File: config.mk
export PLATFORM = sky130hd
export DESIGN_NAME = hfl_top
export DESIGN_NICKNAME = d
export VERILOG_FILES = /design/src/core/hfl_pkg.sv /design/src/core/hfl_top.sv /design/src/core/hfl_rst_sync.sv /design/src/core/hfl_level_cmp.sv
export SDC_FILE = /design/constraint.sdc
export NUM_CORES = 1
export LEC_CHECK = 0
export BUFFER_PORTS_ARGS = -buffer_cell sky130_fd_sc_hd__buf_2
export CAP_MARGIN = 20
export CORE_ASPECT_RATIO = 0.5
export CORE_MARGIN = 4
export CORE_UTILIZATION = 50
export CTS_CLUSTER_DIAMETER = 40
export DETAILED_ROUTE_END_ITERATION = 6
export PLACE_DENSITY = 0.76
export SYNTH_ARGS = -nofsm -noshare
export SYNTH_HDL_FRONTEND = slang
export SYNTH_SLANG_ARGS = --single-unit
File: constraint.sdc
create_clock -name core_clk_in -period 3.7 [get_ports core_clk_in]
set_input_delay 0.555 -clock core_clk_in [delete_from_list [all_inputs] [get_ports core_clk_in]]
set_output_delay 0.555 -clock core_clk_in [all_outputs]
set_load 0.005 [all_outputs]
File: src/core/hfl_pkg.sv
/*
  constants, register map and field layout of the fifo level and receive
  readout configuration block.
  assumes a single core clock and a plain strobe register port.
*/
package hfl_pkg;
  // ==========================================================
  // register map
  localparam int ADDR_W = 8;
  localparam logic [7:0] OFS_INT_STATUS = 8'h58;
  localparam logic [7:0] OFS_INT_ENABLE = 8'h5c;
  localparam logic [7:0] OFS_BYTE_ORDER = 8'h64;
  localparam logic [7:0] OFS_FIFO_LEVEL = 8'h68;
  localparam logic [7:0] OFS_RX_READOUT = 8'h6c;
  localparam logic [31:0] BYTE_ORDER_WORD = 32'h8765_4321;

  // ==========================================================
  // fifo level threshold fields
  localparam int TXSPACE_LSB = 24;
  localparam int TXSTAT_LSB = 16;
  localparam int RXSTAT_LSB = 0;
  localparam int THR_W = 8;
  localparam logic [7:0] TXSPACE_RST = 8'h48;
  localparam logic [7:0] TXSTAT_RST = 8'h00;
  localparam logic [7:0] RXSTAT_RST = 8'h00;

  // ==========================================================
  // receive readout fields
  localparam int ALIGN_LSB = 30;
  localparam int CNT_LSB = 16;
  localparam int CNT_W = 12;
  localparam int DISCARD_BIT = 15;
  localparam int OFFSET_LSB = 8;
  localparam int OFFSET_W = 5;
  localparam logic [11:0] CNT_RST = 12'h000;
  localparam logic [4:0] OFFSET_RST = 5'h00;

  typedef enum logic [1:0] {
    HFL_ALIGN_4 = 2'b00,
    HFL_ALIGN_16 = 2'b01,
    HFL_ALIGN_32 = 2'b10,
    HFL_ALIGN_RSVD = 2'b11
  } hfl_align_type;

  // dword position masks for each alignment
  localparam int POS_W = 3;
  localparam logic [2:0] MASK_4 = 3'h0;
  localparam logic [2:0] MASK_16 = 3'h3;
  localparam logic [2:0] MASK_32 = 3'h7;

  // ==========================================================
  // interrupt status / enable bits
  localparam int IRQ_RXSTAT_BIT = 3;
  localparam int IRQ_TXSTAT_BIT = 7;
  localparam int IRQ_TXSPACE_BIT = 9;
  localparam int IRQ_RXDONE_BIT = 20;
  localparam logic [31:0] IRQ_IMPL_MASK = 32'h0010_0288;
endpackage

File: src/core/hfl_top.sv
/*
  fifo level thresholds, byte order word and receive readout control.
  assumes fifo levels and readout strobes come from logic on core_clk_in,
  and a host master on the strobe register port that never waits.
*/
// Decided for this implementation: strobed register access.
`timescale 1ns/1ns
module hfl_top
  import hfl_pkg::*;
#(
  parameter int LVL_W = 9
)
(
  // clock and reset
  input wire logic core_clk_in,
  input wire logic reset_n_in,
  // register port
  input wire logic [ADDR_W-1:0] reg_addr_in,
  input wire logic [31:0] reg_wdata_in,
  input wire logic reg_wr_in,
  input wire logic reg_rd_in,
  output logic [31:0] reg_rdata_out,
  // fifo levels
  input wire logic [LVL_W-1:0] tx_data_free_blocks_in,
  input wire logic [LVL_W-1:0] tx_status_used_in,
  input wire logic [LVL_W-1:0] rx_status_used_in,
  // receive readout
  input wire logic rx_pkt_start_in,
  input wire logic rx_read_dword_in,
  input wire logic rx_last_data_in,
  output logic rx_discard_out,
  output logic [2:0] rx_pad_dwords_out,
  output logic rx_pad_valid_out,
  output logic [1:0] rx_offset_bytes_out,
  output logic [2:0] rx_offset_dwords_out,
  // interrupt
  output logic irq_out
);
  // ==========================================================
  // reset and decode
  logic rst_n;
  logic wr_thr;
  logic wr_cfg;
  logic wr_sts;
  logic wr_en;

  hfl_rst_sync u_rst
  (
    .clk_in(core_clk_in),
    .reset_n_in(reset_n_in),
    .reset_n_out(rst_n)
  );

  assign wr_thr = reg_wr_in && (reg_addr_in == OFS_FIFO_LEVEL);
  assign wr_cfg = reg_wr_in && (reg_addr_in == OFS_RX_READOUT);
  assign wr_sts = reg_wr_in && (reg_addr_in == OFS_INT_STATUS);
  assign wr_en = reg_wr_in && (reg_addr_in == OFS_INT_ENABLE);

  // ==========================================================
  // fifo level thresholds
  logic [7:0] txspace_thr_q;
  logic [7:0] txstat_thr_q;
  logic [7:0] rxstat_thr_q;

  always_ff @(posedge core_clk_in or negedge rst_n)
  begin
    if (!rst_n)
    begin
      txspace_thr_q <= TXSPACE_RST;
      txstat_thr_q <= TXSTAT_RST;
      rxstat_thr_q <= RXSTAT_RST;
    end
    else if (wr_thr)
    begin
      txspace_thr_q <= reg_wdata_in[TXSPACE_LSB +: THR_W];
      txstat_thr_q <= reg_wdata_in[TXSTAT_LSB +: THR_W];
      rxstat_thr_q <= reg_wdata_in[RXSTAT_LSB +: THR_W];
    end
  end

  logic txspace_above;
  logic txstat_above;
  logic rxstat_above;

  hfl_level_cmp #(.LVL_W(LVL_W), .THR_W(THR_W)) u_cmp_txspace
  (
    .clk_in(core_clk_in),
    .reset_n_in(rst_n),
    .level_in(tx_data_free_blocks_in),
    .threshold_in(txspace_thr_q),
    .above_out(txspace_above)
  );

  hfl_level_cmp #(.LVL_W(LVL_W), .THR_W(THR_W)) u_cmp_txstat
  (
    .clk_in(core_clk_in),
    .reset_n_in(rst_n),
    .level_in(tx_status_used_in),
    .threshold_in(txstat_thr_q),
    .above_out(txstat_above)
  );

  hfl_level_cmp #(.LVL_W(LVL_W), .THR_W(THR_W)) u_cmp_rxstat
  (
    .clk_in(core_clk_in),
    .reset_n_in(rst_n),
    .level_in(rx_status_used_in),
    .threshold_in(rxstat_thr_q),
    .above_out(rxstat_above)
  );

  // ==========================================================
  // receive readout configuration
  logic [1:0] align_cfg_q;
  logic [11:0] cnt_q;
  logic [4:0] offset_q;
  logic rx_done_evt;

  always_ff @(posedge core_clk_in or negedge rst_n)
  begin
    if (!rst_n)
    begin
      align_cfg_q <= HFL_ALIGN_4;
      offset_q <= OFFSET_RST;
    end
    else if (wr_cfg)
    begin
      align_cfg_q <= reg_wdata_in[ALIGN_LSB +: 2];
      offset_q <= reg_wdata_in[OFFSET_LSB +: OFFSET_W];
    end
  end

  // a host rewrite beats the decrement in the same cycle
  always_ff @(posedge core_clk_in or negedge rst_n)
  begin
    if (!rst_n)
      cnt_q <= CNT_RST;
    else if (wr_cfg)
      cnt_q <= reg_wdata_in[CNT_LSB +: CNT_W];
    else if (rx_read_dword_in && (cnt_q != CNT_RST))
      cnt_q <= cnt_q - 12'h001;
  end

  assign rx_done_evt = !wr_cfg && rx_read_dword_in && (cnt_q == 12'h001);

  // discard strobe: the bit itself never holds a one
  always_ff @(posedge core_clk_in or negedge rst_n)
  begin
    if (!rst_n)
      rx_discard_out <= 1'b0;
    else
      rx_discard_out <= wr_cfg && reg_wdata_in[DISCARD_BIT];
  end

  // low offset bits are taken as written; host keeps them still while running
  always_ff @(posedge core_clk_in or negedge rst_n)
  begin
    if (!rst_n)
    begin
      rx_offset_bytes_out <= 2'b00;
      rx_offset_dwords_out <= 3'h0;
    end
    else
    begin
      rx_offset_bytes_out <= offset_q[1:0];
      if (rx_read_dword_in)
        rx_offset_dwords_out <= offset_q[4:2];
    end
  end

  // ==========================================================
  // end-of-buffer padding
  logic [2:0] pos_q;
  logic [2:0] pkt_mask_q;
  logic [2:0] cfg_mask;

  always_comb
  begin
    unique case (hfl_align_type'(align_cfg_q))
      HFL_ALIGN_4: cfg_mask = MASK_4;
      HFL_ALIGN_16: cfg_mask = MASK_16;
      HFL_ALIGN_32: cfg_mask = MASK_32;
      HFL_ALIGN_RSVD: cfg_mask = MASK_4;
    endcase
  end

  // alignment is frozen per packet so a late write cannot tear a buffer
  always_ff @(posedge core_clk_in or negedge rst_n)
  begin
    if (!rst_n)
    begin
      pos_q <= 3'h0;
      pkt_mask_q <= MASK_4;
    end
    else if (rx_pkt_start_in || rx_discard_out)
    begin
      pos_q <= 3'h0;
      pkt_mask_q <= cfg_mask;
    end
    else if (rx_read_dword_in)
      pos_q <= pos_q + 3'h1;
  end

  always_ff @(posedge core_clk_in or negedge rst_n)
  begin
    if (!rst_n)
    begin
      rx_pad_valid_out <= 1'b0;
      rx_pad_dwords_out <= 3'h0;
    end
    else
    begin
      rx_pad_valid_out <= rx_read_dword_in && rx_last_data_in;
      if (rx_read_dword_in && rx_last_data_in)
        rx_pad_dwords_out <= ~pos_q & pkt_mask_q;
    end
  end

  // ==========================================================
  // interrupt status and enable
  logic [31:0] sts_q;
  logic [31:0] en_q;
  logic [31:0] sts_set;

  always_comb
  begin
    sts_set = 32'h0000_0000;
    sts_set[IRQ_TXSPACE_BIT] = txspace_above;
    sts_set[IRQ_TXSTAT_BIT] = txstat_above;
    sts_set[IRQ_RXSTAT_BIT] = rxstat_above;
    sts_set[IRQ_RXDONE_BIT] = rx_done_evt;
  end

  // a set in the clearing cycle survives
  always_ff @(posedge core_clk_in or negedge rst_n)
  begin
    if (!rst_n)
      sts_q <= 32'h0000_0000;
    else if (wr_sts)
      sts_q <= (sts_q & ~reg_wdata_in) | sts_set;
    else
      sts_q <= sts_q | sts_set;
  end

  always_ff @(posedge core_clk_in or negedge rst_n)
  begin
    if (!rst_n)
      en_q <= 32'h0000_0000;
    else if (wr_en)
      en_q <= reg_wdata_in & IRQ_IMPL_MASK;
  end

  always_ff @(posedge core_clk_in or negedge rst_n)
  begin
    if (!rst_n)
      irq_out <= 1'b0;
    else
      irq_out <= |(sts_q & en_q);
  end

  // ==========================================================
  // read port
  logic [31:0] rd_mux;

  always_comb
  begin
    rd_mux = 32'h0000_0000;
    unique case (reg_addr_in)
      OFS_BYTE_ORDER: rd_mux = BYTE_ORDER_WORD;
      OFS_FIFO_LEVEL:
        rd_mux = {txspace_thr_q, txstat_thr_q, 8'h00, rxstat_thr_q};
      OFS_RX_READOUT:
        rd_mux = {align_cfg_q, 2'b00, cnt_q, 1'b0, 2'b00, offset_q, 8'h00};
      OFS_INT_STATUS: rd_mux = sts_q;
      OFS_INT_ENABLE: rd_mux = en_q;
      default: rd_mux = 32'h0000_0000;
    endcase
  end

  always_ff @(posedge core_clk_in or negedge rst_n)
  begin
    if (!rst_n)
      reg_rdata_out <= 32'h0000_0000;
    else if (reg_rd_in)
      reg_rdata_out <= rd_mux;
    else
      reg_rdata_out <= 32'h0000_0000;
  end

  // ==========================================================
  // checks
  a_byte_order_read: assert property (@(posedge core_clk_in) disable iff (!rst_n)
    reg_rd_in && reg_addr_in == OFS_BYTE_ORDER |=> reg_rdata_out == 32'h8765_4321)
    else $error("byte order word wrong");

  a_txspace_sets: assert property (@(posedge core_clk_in) disable iff (!rst_n)
    tx_data_free_blocks_in > LVL_W'(txspace_thr_q) && !wr_thr
      |=> ##1 sts_q[IRQ_TXSPACE_BIT])
    else $error("tx space status not set");

  a_rxstat_quiet: assert property (@(posedge core_clk_in) disable iff (!rst_n)
    $rose(sts_q[IRQ_RXSTAT_BIT]) |-> $past(rxstat_above))
    else $error("rx status level set without cause");

  a_count_decrement: assert property (@(posedge core_clk_in) disable iff (!rst_n)
    rx_read_dword_in && !wr_cfg && cnt_q != 12'h000
      |=> cnt_q == $past(cnt_q) - 12'h001)
    else $error("countdown did not decrement");

  a_count_rewrite: assert property (@(posedge core_clk_in) disable iff (!rst_n)
    wr_cfg |=> cnt_q == $past(reg_wdata_in[CNT_LSB +: CNT_W]))
    else $error("countdown rewrite lost");

  a_done_status: assert property (@(posedge core_clk_in) disable iff (!rst_n)
    rx_read_dword_in && !wr_cfg && cnt_q == 12'h001
      |=> cnt_q == 12'h000 && sts_q[IRQ_RXDONE_BIT])
    else $error("done status missing");

  // a second discard write right behind the first keeps the strobe up one more cycle
  a_discard_pulse: assert property (@(posedge core_clk_in) disable iff (!rst_n)
    wr_cfg && reg_wdata_in[DISCARD_BIT]
      |=> rx_discard_out ##1 (!rx_discard_out || $past(wr_cfg && reg_wdata_in[DISCARD_BIT])))
    else $error("discard strobe wrong");

  a_pad_sixteen: assert property (@(posedge core_clk_in) disable iff (!rst_n)
    rx_read_dword_in && rx_last_data_in && pkt_mask_q == 3'h3 && pos_q == 3'h0
      |=> rx_pad_valid_out && rx_pad_dwords_out == 3'h3)
    else $error("16-byte pad count wrong");

  a_irq_gated: assert property (@(posedge core_clk_in) disable iff (!rst_n)
    (sts_q & en_q) == 32'h0000_0000 |=> !irq_out)
    else $error("interrupt without enabled status");

  a_w1c_clear: assert property (@(posedge core_clk_in) disable iff (!rst_n)
    wr_sts && reg_wdata_in[IRQ_TXSPACE_BIT] && !txspace_above |=> !sts_q[IRQ_TXSPACE_BIT])
    else $error("write one did not clear");

  c_done_irq: cover property (@(posedge core_clk_in) disable iff (!rst_n)
    rx_done_evt ##2 irq_out);
  c_pad_32: cover property (@(posedge core_clk_in) disable iff (!rst_n)
    rx_pad_valid_out && rx_pad_dwords_out == 3'h7);
  c_discard: cover property (@(posedge core_clk_in) disable iff (!rst_n)
    rx_discard_out);
  c_txspace: cover property (@(posedge core_clk_in) disable iff (!rst_n)
    $rose(sts_q[IRQ_TXSPACE_BIT]));
endmodule

File: src/core/hfl_rst_sync.sv
/*
  reset release synchroniser.
  assumes an asynchronous active-low reset from a pin.
*/
`timescale 1ns/1ns
module hfl_rst_sync
(
  // clock and raw reset
  input wire logic clk_in,
  input wire logic reset_n_in,
  // synchronised reset
  output logic reset_n_out
);
  logic stage_q;

  // assertion is immediate, release waits two edges
  always_ff @(posedge clk_in or negedge reset_n_in)
  begin
    if (!reset_n_in)
    begin
      stage_q <= 1'b0;
      reset_n_out <= 1'b0;
    end
    else
    begin
      stage_q <= 1'b1;
      reset_n_out <= stage_q;
    end
  end
endmodule

File: src/core/hfl_level_cmp.sv
/*
  registered "level above threshold" comparator.
  assumes level and threshold come from logic on the same clock.
*/
`timescale 1ns/1ns
module hfl_level_cmp
#(
  parameter int LVL_W = 9,
  parameter int THR_W = 8
)
(
  // clock and reset
  input wire logic clk_in,
  input wire logic reset_n_in,
  // operands
  input wire logic [LVL_W-1:0] level_in,
  input wire logic [THR_W-1:0] threshold_in,
  // result
  output logic above_out
);
  logic [LVL_W-1:0] thr_ext;

  assign thr_ext = LVL_W'(threshold_in);

  // strictly greater than: equal to the threshold does not fire
  always_ff @(posedge clk_in or negedge reset_n_in)
  begin
    if (!reset_n_in)
      above_out <= 1'b0;
    else
      above_out <= (level_in > thr_ext);
  end
endmodule

### Word level (Yosys, flattened, before mapping)

Index checks and enable logic that the tools add are counted.

* bits of input ports: 74
* register bits after elaboration: 133
* logic and storage cells: 68
* output and inout bits: 43

* multiplexer cells: 8
* bitwise logic cells: 7
* add/subtract/negate cells: 2
* eq/ne operators: 9
* reductions and logical operators: 17
* order comparisons: 3

Operators with widths (count)
* one-hot mux 32 bit (5 select lines): 1
* 2-to-1 mux 32 bit: 2
* bitwise OR 32 x 21 -> 32 bit: 2
* equality test 8 x 7 -> 1 bit, second input constant: 5
* AND 32 x 21 -> 32 bit: 1
* AND 32 bit: 1
* inverter 32 bit: 1
* OR reduction 32 bit: 1
* > comparator 9 x 8 -> 1 bit: 3
* 2-to-1 mux 12 bit: 2
* equality test 12 x 1 -> 1 bit, second input constant: 1
* nonzero test 12 bit: 1
* subtractor 12 x 1 -> 12 bit, second input constant: 1
* logical AND 1 bit: 9
* one-hot mux 3 bit (3 select lines): 1
* 2-to-1 mux 3 bit: 2
* equality test 2 bit, second input constant: 2
* nonzero test 2 bit: 2
* adder 3 x 1 -> 3 bit, second input constant: 1
* AND 3 bit: 1
* inverter 3 bit: 1
* equality test 2 x 1 -> 1 bit, second input constant: 1
* logical NOT 2 bit: 1
* OR reduction 2 bit: 1
* other kinds (2): 2

### Logic depth before layout (Yosys ltp)

Gate-level depths: netlist (run 1).

* word-level depth: 7
* mapped depth: 7
* mapped depth without buffers: 7

### Hierarchy

From an unflattened synthesis (run 1), not the netlist that was laid out.

* cells, all modules: 524
* area total of the unflattened synthesis: 6097.1 um^2

Modules (own cells, without submodules)
* hfl_top: seq. area each 3180.6 um^2, cells each 437, instances 1, area each 5318.9 um^2
* hfl_level_cmp: seq. area each 25.0 um^2, cells each 28, instances 3, area each 241.5 um^2
* hfl_rst_sync: seq. area each 50.0 um^2, cells each 3, instances 1, area each 53.8 um^2

### Worst setup path before layout (run 1)

Ideal clock, no wire load.

* path type: input to register
* start point: input port rx_read_dword_in
* end point: register cnt_q[11]
* library setup time: 77 ps
* stages on the path: 6
* arrival time: 1909 ps
* required time: 3623 ps
* buffers on the path: 1
* slack: 1713 ps
* cells stage by stage: buf_4 or4b_4 a311oi_4 nand3_1 xor2_1 a21oi_1

* longest elaborated chain between the ends: 2

RTL lines
* start, declared: line hfl_top.sv:29 `input wire logic rx_read_dword_in,`
* logical AND 1 bit: line hfl_top.sv:140 `else if (rx_read_dword_in && (cnt_q != CNT_RST))`
* nonzero test 2 bit (no line)
* end signal, assigned: line hfl_top.sv:139 `cnt_q <= reg_wdata_in[CNT_LSB +: CNT_W];`
* end signal, assigned: line hfl_top.sv:141 `cnt_q <= cnt_q - 12'h001;`
* end, declared: line hfl_top.sv:115 `logic [11:0] cnt_q;`

No other way between the ends.
A chain may end at the register's enable or synchronous reset.

### Worst setup path in the final report (run 1)

* start point: input port reg_addr_in[2]
* end point: register reg_rdata_out[15]

* longest elaborated chain between the ends: 3
* elaborated cells between the ends (all ways): 7
* those cells by class: eq/ne (5); mux (2)

RTL lines
* start, declared: line hfl_top.sv:18 `input wire logic [ADDR_W-1:0] reg_addr_in,`
* equality test 8 x 7 -> 1 bit: line hfl_top.sv:268 `unique case (reg_addr_in)`
* one-hot mux 32 bit (5 select lines) (*): line hfl_top.sv:268
* 2-to-1 mux 32 bit (*): line hfl_top.sv:284 `else if (reg_rd_in)`
* end signal, assigned: line hfl_top.sv:285 `reg_rdata_out <= rd_mux;`
* end, declared: line hfl_top.sv:22 `output logic [31:0] reg_rdata_out,`

Every way passes the cells marked *; elsewhere a longest branch is shown, timed or not.

==> run summary, run 1 <==
CTS sink count = 132
Rel. slew slack = 40.34%
clk slew on worst S/H paths = 60 ps
total die area = 14020 um2
most common flop cell mapped by yosys = dfrtp_1
most frequent cell after synthesis = dfrtp_1
vias per cell = 5.520
maxcap violations = 0
Syn Inst Count = 540
gr usage total = 22.29%
Final Cycle Share = 61.54%
Post-synth EDFFs = 0
via count = 4642
core area = 11810 um2
P&R area growth vs syn = 23.33%
# DRC = 0
Seq/Total Area, Yosys = 54.70%
Fin Setup TNS = 0 ps
Clock Root Buffer = clkbuf_16
pre-CTS WS = 1078 ps
Critical Path RT = 4020 ps
CP startpoint = reg_addr_in[2]
maximum net fanout on the critical path = 21
# setup viols final = 0
Post-CTS Hold Buffers = 1
synthesized area = 6043 um2
CTS Buf Count = 17
Total Power = 3.915 mW
largest net degree at the start of global routing = 72
worst skew pair latency = 410 ps
drt total wl = 14.91 mm
max incr delay on CP = 510 ps
start of the worst register-to-register path = cnt_q[10]$_DFFE_PN0P_
Nets = 766
CTS tree = done
Iteration-0 DRC Markers = 394
Cell Rows = 28
Final min period = 2277 ps
Final Max Tran Viols = 0
adder-cell share of the synthesized area = 6.004%
# diodes = 0
P per Cell Area = 525.2 nW/um2
initial antenna violation count = 0
Final Skew = 10.40 ps
# resized after CTS = 0
Synth Area in XOR/XNOR = 1.449%
CP endpoint kind = flop
RSZ-0062 raised after global routing = no
Worst Path Arrival = 2600 ps
mux cell area share after synthesis = 6.687%
Peak VDD IR = 0.0003432 V
synth top area cells = dfrtp_1, ha_1, mux2_1
Static Leak = 3.668 nW
compound-gate portion of the synthesized area = 14.47%
post-synth top area cell = dfrtp_1
Initial Utilization = 51.19%
Final Hold Viols = 0
area fraction of the dominant cell type after synthesis = 53.83%
hpwl dp = 10.63 mm
io pins = 117
Synth async-reset ratio = 100.0%
main combinational cell family by area after synthesis = compound AO/OA/AOI/OAI gates
critical path's slowest cell = nor4b_4
Placed Instances = 808
DRT Pass-1 Iters = 5
Syn Area/Cell = 11.19 um2
die height = 85.74 um
Setup CP Type = in -> reg
I/O Buffers = 116
GR Overflow Total = 0
Yosys reg bits = 132
Placer Congestion = 0.8815
vias in the first global route = 4739
Synth cell types = 57
CP cell instances = buf_2 -> nor4b_4 -> and2_1 -> o21ai_2 -> buf_4 -> nor3b_1
Synth Warn # = 0
Post-CTS Setup Inserts = 0
slack of the critical path = 1423 ps
Layout Cells excl Fill = 841
htree depth = 4
wire length per cell = 17.73 um
width of the chip = 163.5 um
Routed Antenna Nets = 0
Worst Hold Class = in -> reg
first-pass GRT wire length = 24.21 mm
Post-Synth Simple-Gate Area = 12.90%
Commonest cells post-synth = dfrtp_1, nor2_1, nand2_1
FMAX = 439.1 MHz
clk buf depth = 2
worst slew pin tran = 894.9 ps
Worst Hold Launch = reg_wdata_in[1]
Mapped Nets = 643
outcome = complete, no violations
fraction of layout cells with a size suffix above 1 = 26.18%
crit start category = primary input
[cell type report]
type                            count  area, um2
Inverter                           33      123.9
Timing Repair Buffer              126      670.6
Multi-Input combinational cell    353       2521
Fill cell                         989       4353
Clock buffer                       23      467.9
Clock inverter                      9      153.9
Tap cell                          165      206.4
Sequential cell                   132       3309
[path summary, 6_finish.rpt]
path                       cells past startpoint                           to  slack [ps]
max                                            6  reg_rdata_out[15]$_DFF_PN0_        1420
min                                            2         sts_q[1]$_DFFE_PN0P_         310
max reg2reg                                    5        cnt_q[10]$_DFFE_PN0P_        1510
min reg2reg                                    0  u_rst.reset_n_out$_DFF_PN0_         350
max in group asynchronous                      1      offset_q[2]$_DFFE_PN0P_        2400
min in group asynchronous                      2  u_rst.reset_n_out$_DFF_PN0_         440
[worst max-delay path: cells and delay by family]
family	cells	cell delay, ps
buffers and inverters	2	640
AND/OR/NAND/NOR	3	1120
AO/OA/AOI/OAI	1	270
[layout by cell type, fill, tap and decap left out, types with 6 or more instances in the layout]
master / instances
a21boi_1: 26
dfrtp_1: 129
a22oi_1: 20
a21oi_1: 27
nand2_1: 48
clkbuf_16: 17
nor2_1: 58
ha_1: 29
a21o_1: 8
mux2_1: 24
buf_4: 8
o21ai_0: 11
inv_1: 33
mux2_2: 11
a221oi_1: 12
xor2_1: 6
nor3_1: 7
buf_2: 116
[routing by layer]
layer	vias to the layer above	share of wire, %	GRT usage (%)
met3	24	6.3	4.321
met2	161	47	35.08
met5	-	0	0
li1	2150	-	-
met4	0	1.7	8.219
met1	2307	45	31.21
[flip-flops by register name, indices dropped and copies added (netlist names), 2 cells and up]
register and flops:
align_cfg_q 2, pos_q 3, pkt_mask_q 2, rxstat_thr_q 8, txspace_thr_q 8, rx_pad_dwords_out 3, reg_rdata_out 32, en_q 4
cnt_q 12, rx_offset_dwords_out 3, txstat_thr_q 8, sts_q 32, rx_offset_bytes_out 2, offset_q 5
[logic make-up after synthesis]
| kind of cell | count (synthesis) |
|---|---|
| flops | 132 |
| buf+inv | 55 |
| xor+xnor | 10 |
| mux | 36 |
| compound gates | 124 |
| simple gates | 153 |
| fa+ha+maj | 29 |
| other cells | 1 |
[where the power goes]
part | switching [mW] | internal (mW)
Sequential | 0.146 | 1.55
Combinational | 0.250 | 0.210
Clock | 0.601 | 1.16
[metrics by stage]
stage                     hold slack (ps)  utilization, %  instance area, um2
final                               314.5           63.13                7453
after global routing                299.0           63.13                7453
after CTS                           301.6           63.13                7453
after detailed placement            340.4           57.78                6822
after global placement              339.1           57.78                6822
after floorplan                     259.4               -                6045
Note: power is estimated with default switching activity, not from simulation.
==> run 2: changes to the inputs <==
CORE_UTILIZATION = 55   (was 50)
PLACE_DENSITY = 0.79   (was 0.76)
clock period = 2.3 ns   (was 3.7 ns; I/O delays follow)
==> run 2 against run 1 <==
Die area fell by 8.5%. Final cell count decreased by 1.3%. Register-to-register slack lost 1300 ps. Critical endpoint is now cnt_q[6]$_DFFE_PN0P_. Global-route usage grew 3.1 points. Largest cell class unchanged. Worst setup slack got worse by 1200 ps. Sequential power increased by 61%. Combinational power rose by 67%.
==> run summary, run 2 (synthesized netlist as in run 1, its figures left out) <==
DRT Pass-1 Iters = 5 (unchanged)
Final min period = 2097 ps
initial antenna violation count = 1 (was 0)
Worst Hold Class = in -> reg (unchanged)
Final Skew = 8.446 ps (was 10.40 ps)
drt total wl = 15.38 mm (was 14.91 mm)
Rel. slew slack = 50.54% (was 40.34%)
Peak VDD IR = 0.0005474 V (was 0.0003432 V)
GR Overflow Total = 0 (unchanged)
Final Hold Viols = 0 (unchanged)
die height = 82.12 um (was 85.74 um)
Final Cycle Share = 91.18%
Iteration-0 DRC Markers = 253 (was 394)
Nets = 780 (was 766)
# diodes = 0 (unchanged)
Layout Cells excl Fill = 830 (was 841)
crit start category = flop (was primary input)
maximum net fanout on the critical path = 5 (was 21)
Placed Instances = 797 (was 808)
Storage cell area = 3309 um2 (unchanged)
Initial Utilization = 57.87% (was 51.19%)
maxcap violations = 0 (unchanged)
slack of the critical path = 202.8 ps (was 1423 ps)
I/O Buffers = 116 (unchanged)
gr usage total = 25.44% (was 22.29%)
FMAX = 476.8 MHz
P&R area growth vs syn = 24.58% (was 23.33%)
# setup viols final = 0 (unchanged)
first-pass GRT wire length = 24.93 mm (was 24.21 mm)
# DRC = 0 (unchanged)
Fin Setup TNS = 0 ps (unchanged)
CTS sink count = 132 (unchanged)
Final Max Tran Viols = 0 (unchanged)
total die area = 12830 um2 (was 14020 um2)
pre-CTS WS = 324.9 ps (was 1078 ps)
Static Leak = 3.735 nW (was 3.668 nW)
commonest cells after routing, fill and taps aside = dfrtp_1, buf_2, nor2_1 (unchanged)
Clock Root Buffer = clkbuf_16 (unchanged)
Placer Congestion = 0.8603 (was 0.8815)
fraction of layout cells with a size suffix above 1 = 27.97% (was 26.18%)
clk slew on worst S/H paths = 60 ps (about the same)
CP endpoint kind = flop (unchanged)
outcome = complete, no violations (unchanged)
htree depth = 4 (unchanged)
worst skew pair latency = 420 ps (was 410 ps)
Routed Antenna Nets = 0 (unchanged)
width of the chip = 156.2 um (was 163.5 um)
Cell Rows = 26 (was 28)
Critical Path RT = 2590 ps (was 4020 ps)
fill count = 757 (was 989)
post-layout util = 72.09% (was 63.13%)
largest net degree at the start of global routing = 61 (was 72)
vias in the first global route = 4897 (was 4739)
hpwl dp = 11.18 mm (was 10.63 mm)
Post-CTS Setup Inserts = 0 (unchanged)
wire length per cell = 18.53 um (was 17.73 um)
WHS = 91.53 ps (was 314.5 ps)
Top Registers = reg_rdata_out x32, sts_q x32, cnt_q x12 (unchanged)
Placed Area = 6920 um2 (was 6822 um2)
Post-CTS Hold Buffers = 1 (unchanged)
Total Power = 6.196 mW (was 3.915 mW)
vias per cell = 5.717 (was 5.520)
Setup CP Type = reg -> reg (was in -> reg)
via count = 4745 (was 4642)
CTS Buf Count = 17 (unchanged)
P per Cell Area = 823.0 nW/um2 (was 525.2 nW/um2)
commonest non-fill, non-tap cell in the layout = dfrtp_1 (unchanged)
core area = 10440 um2 (was 11810 um2)
io pins = 117 (unchanged)
# resized after CTS = 0 (unchanged)
worst slew pin tran = 736.9 ps (was 894.9 ps)
Worst Path Arrival = 2390 ps (was 2600 ps)
area occupied by multi-input gates = 2521 um2 (unchanged)
RSZ-0062 raised after global routing = no (unchanged)
CTS tree = done (unchanged)
Design Area, Final = 7528 um2 (was 7453 um2)
clk buf depth = 2 (unchanged)
## run 2: layout make-up
type	count	share of cell area, %
multi-input cells	353	33.49
inverters	33	1.645
well taps	140	2.327
repair buffers	140	10.64
flip-flops and latches	132	43.96
clock buffers	22	6.299
clock inverters	10	1.645
## run 2: report_power, final
part           switching (mW)  total [mW]  internal, mW
Combinational           0.412       0.769         0.357
Sequential              0.229        2.72          2.49
Clock                    1.02        2.71          1.69
Total                    1.66        6.20          4.53
## run 2: layer usage
| metal | share of wire [%] | vias to the layer above | track usage (%) | wire length, um |
|---|---|---|---|---|
| li1 | - | 2190 | - | - |
| met1 | 44 | 2363 | 33.67 | 6743 |
| met2 | 48 | 163 | 41.88 | 7367 |
| met3 | 6.8 | 27 | 5.986 | 1049 |
| met4 | 1.3 | 2 | 9.264 | 204 |
| met5 | 0.072 | - | 0 | 11 |
## run 2: worst paths after layout
path	from	to	slack, ps	depth (start not counted)
min	reg_wdata_in[13]	sts_q[13]$_DFFE_PN0P_	90	2
min in group asynchronous	reset_n_in	u_rst.reset_n_out$_DFF_PN0_	240	2
max	cnt_q[0]$_DFFE_PN0P_	cnt_q[6]$_DFFE_PN0P_	200	7
max reg2reg	cnt_q[0]$_DFFE_PN0P_	cnt_q[6]$_DFFE_PN0P_	200	7
min reg2reg	u_rst.reset_n_out$_DFF_PN0_	sts_q[28]$_DFFE_PN0P_	260	0
max in group asynchronous	u_rst.reset_n_out$_DFF_PN0_	reg_rdata_out[8]$_DFF_PN0_	1380	1
## run 2: worst max-delay path, cell delays in order (launching register included)
cell and delay [ps]:
dfrtp_1 450, inv_1 110, ha_1 140, nand2_1 110
a311oi_1 650, nor2b_1 270, xnor2_1 150, a21oi_1 90
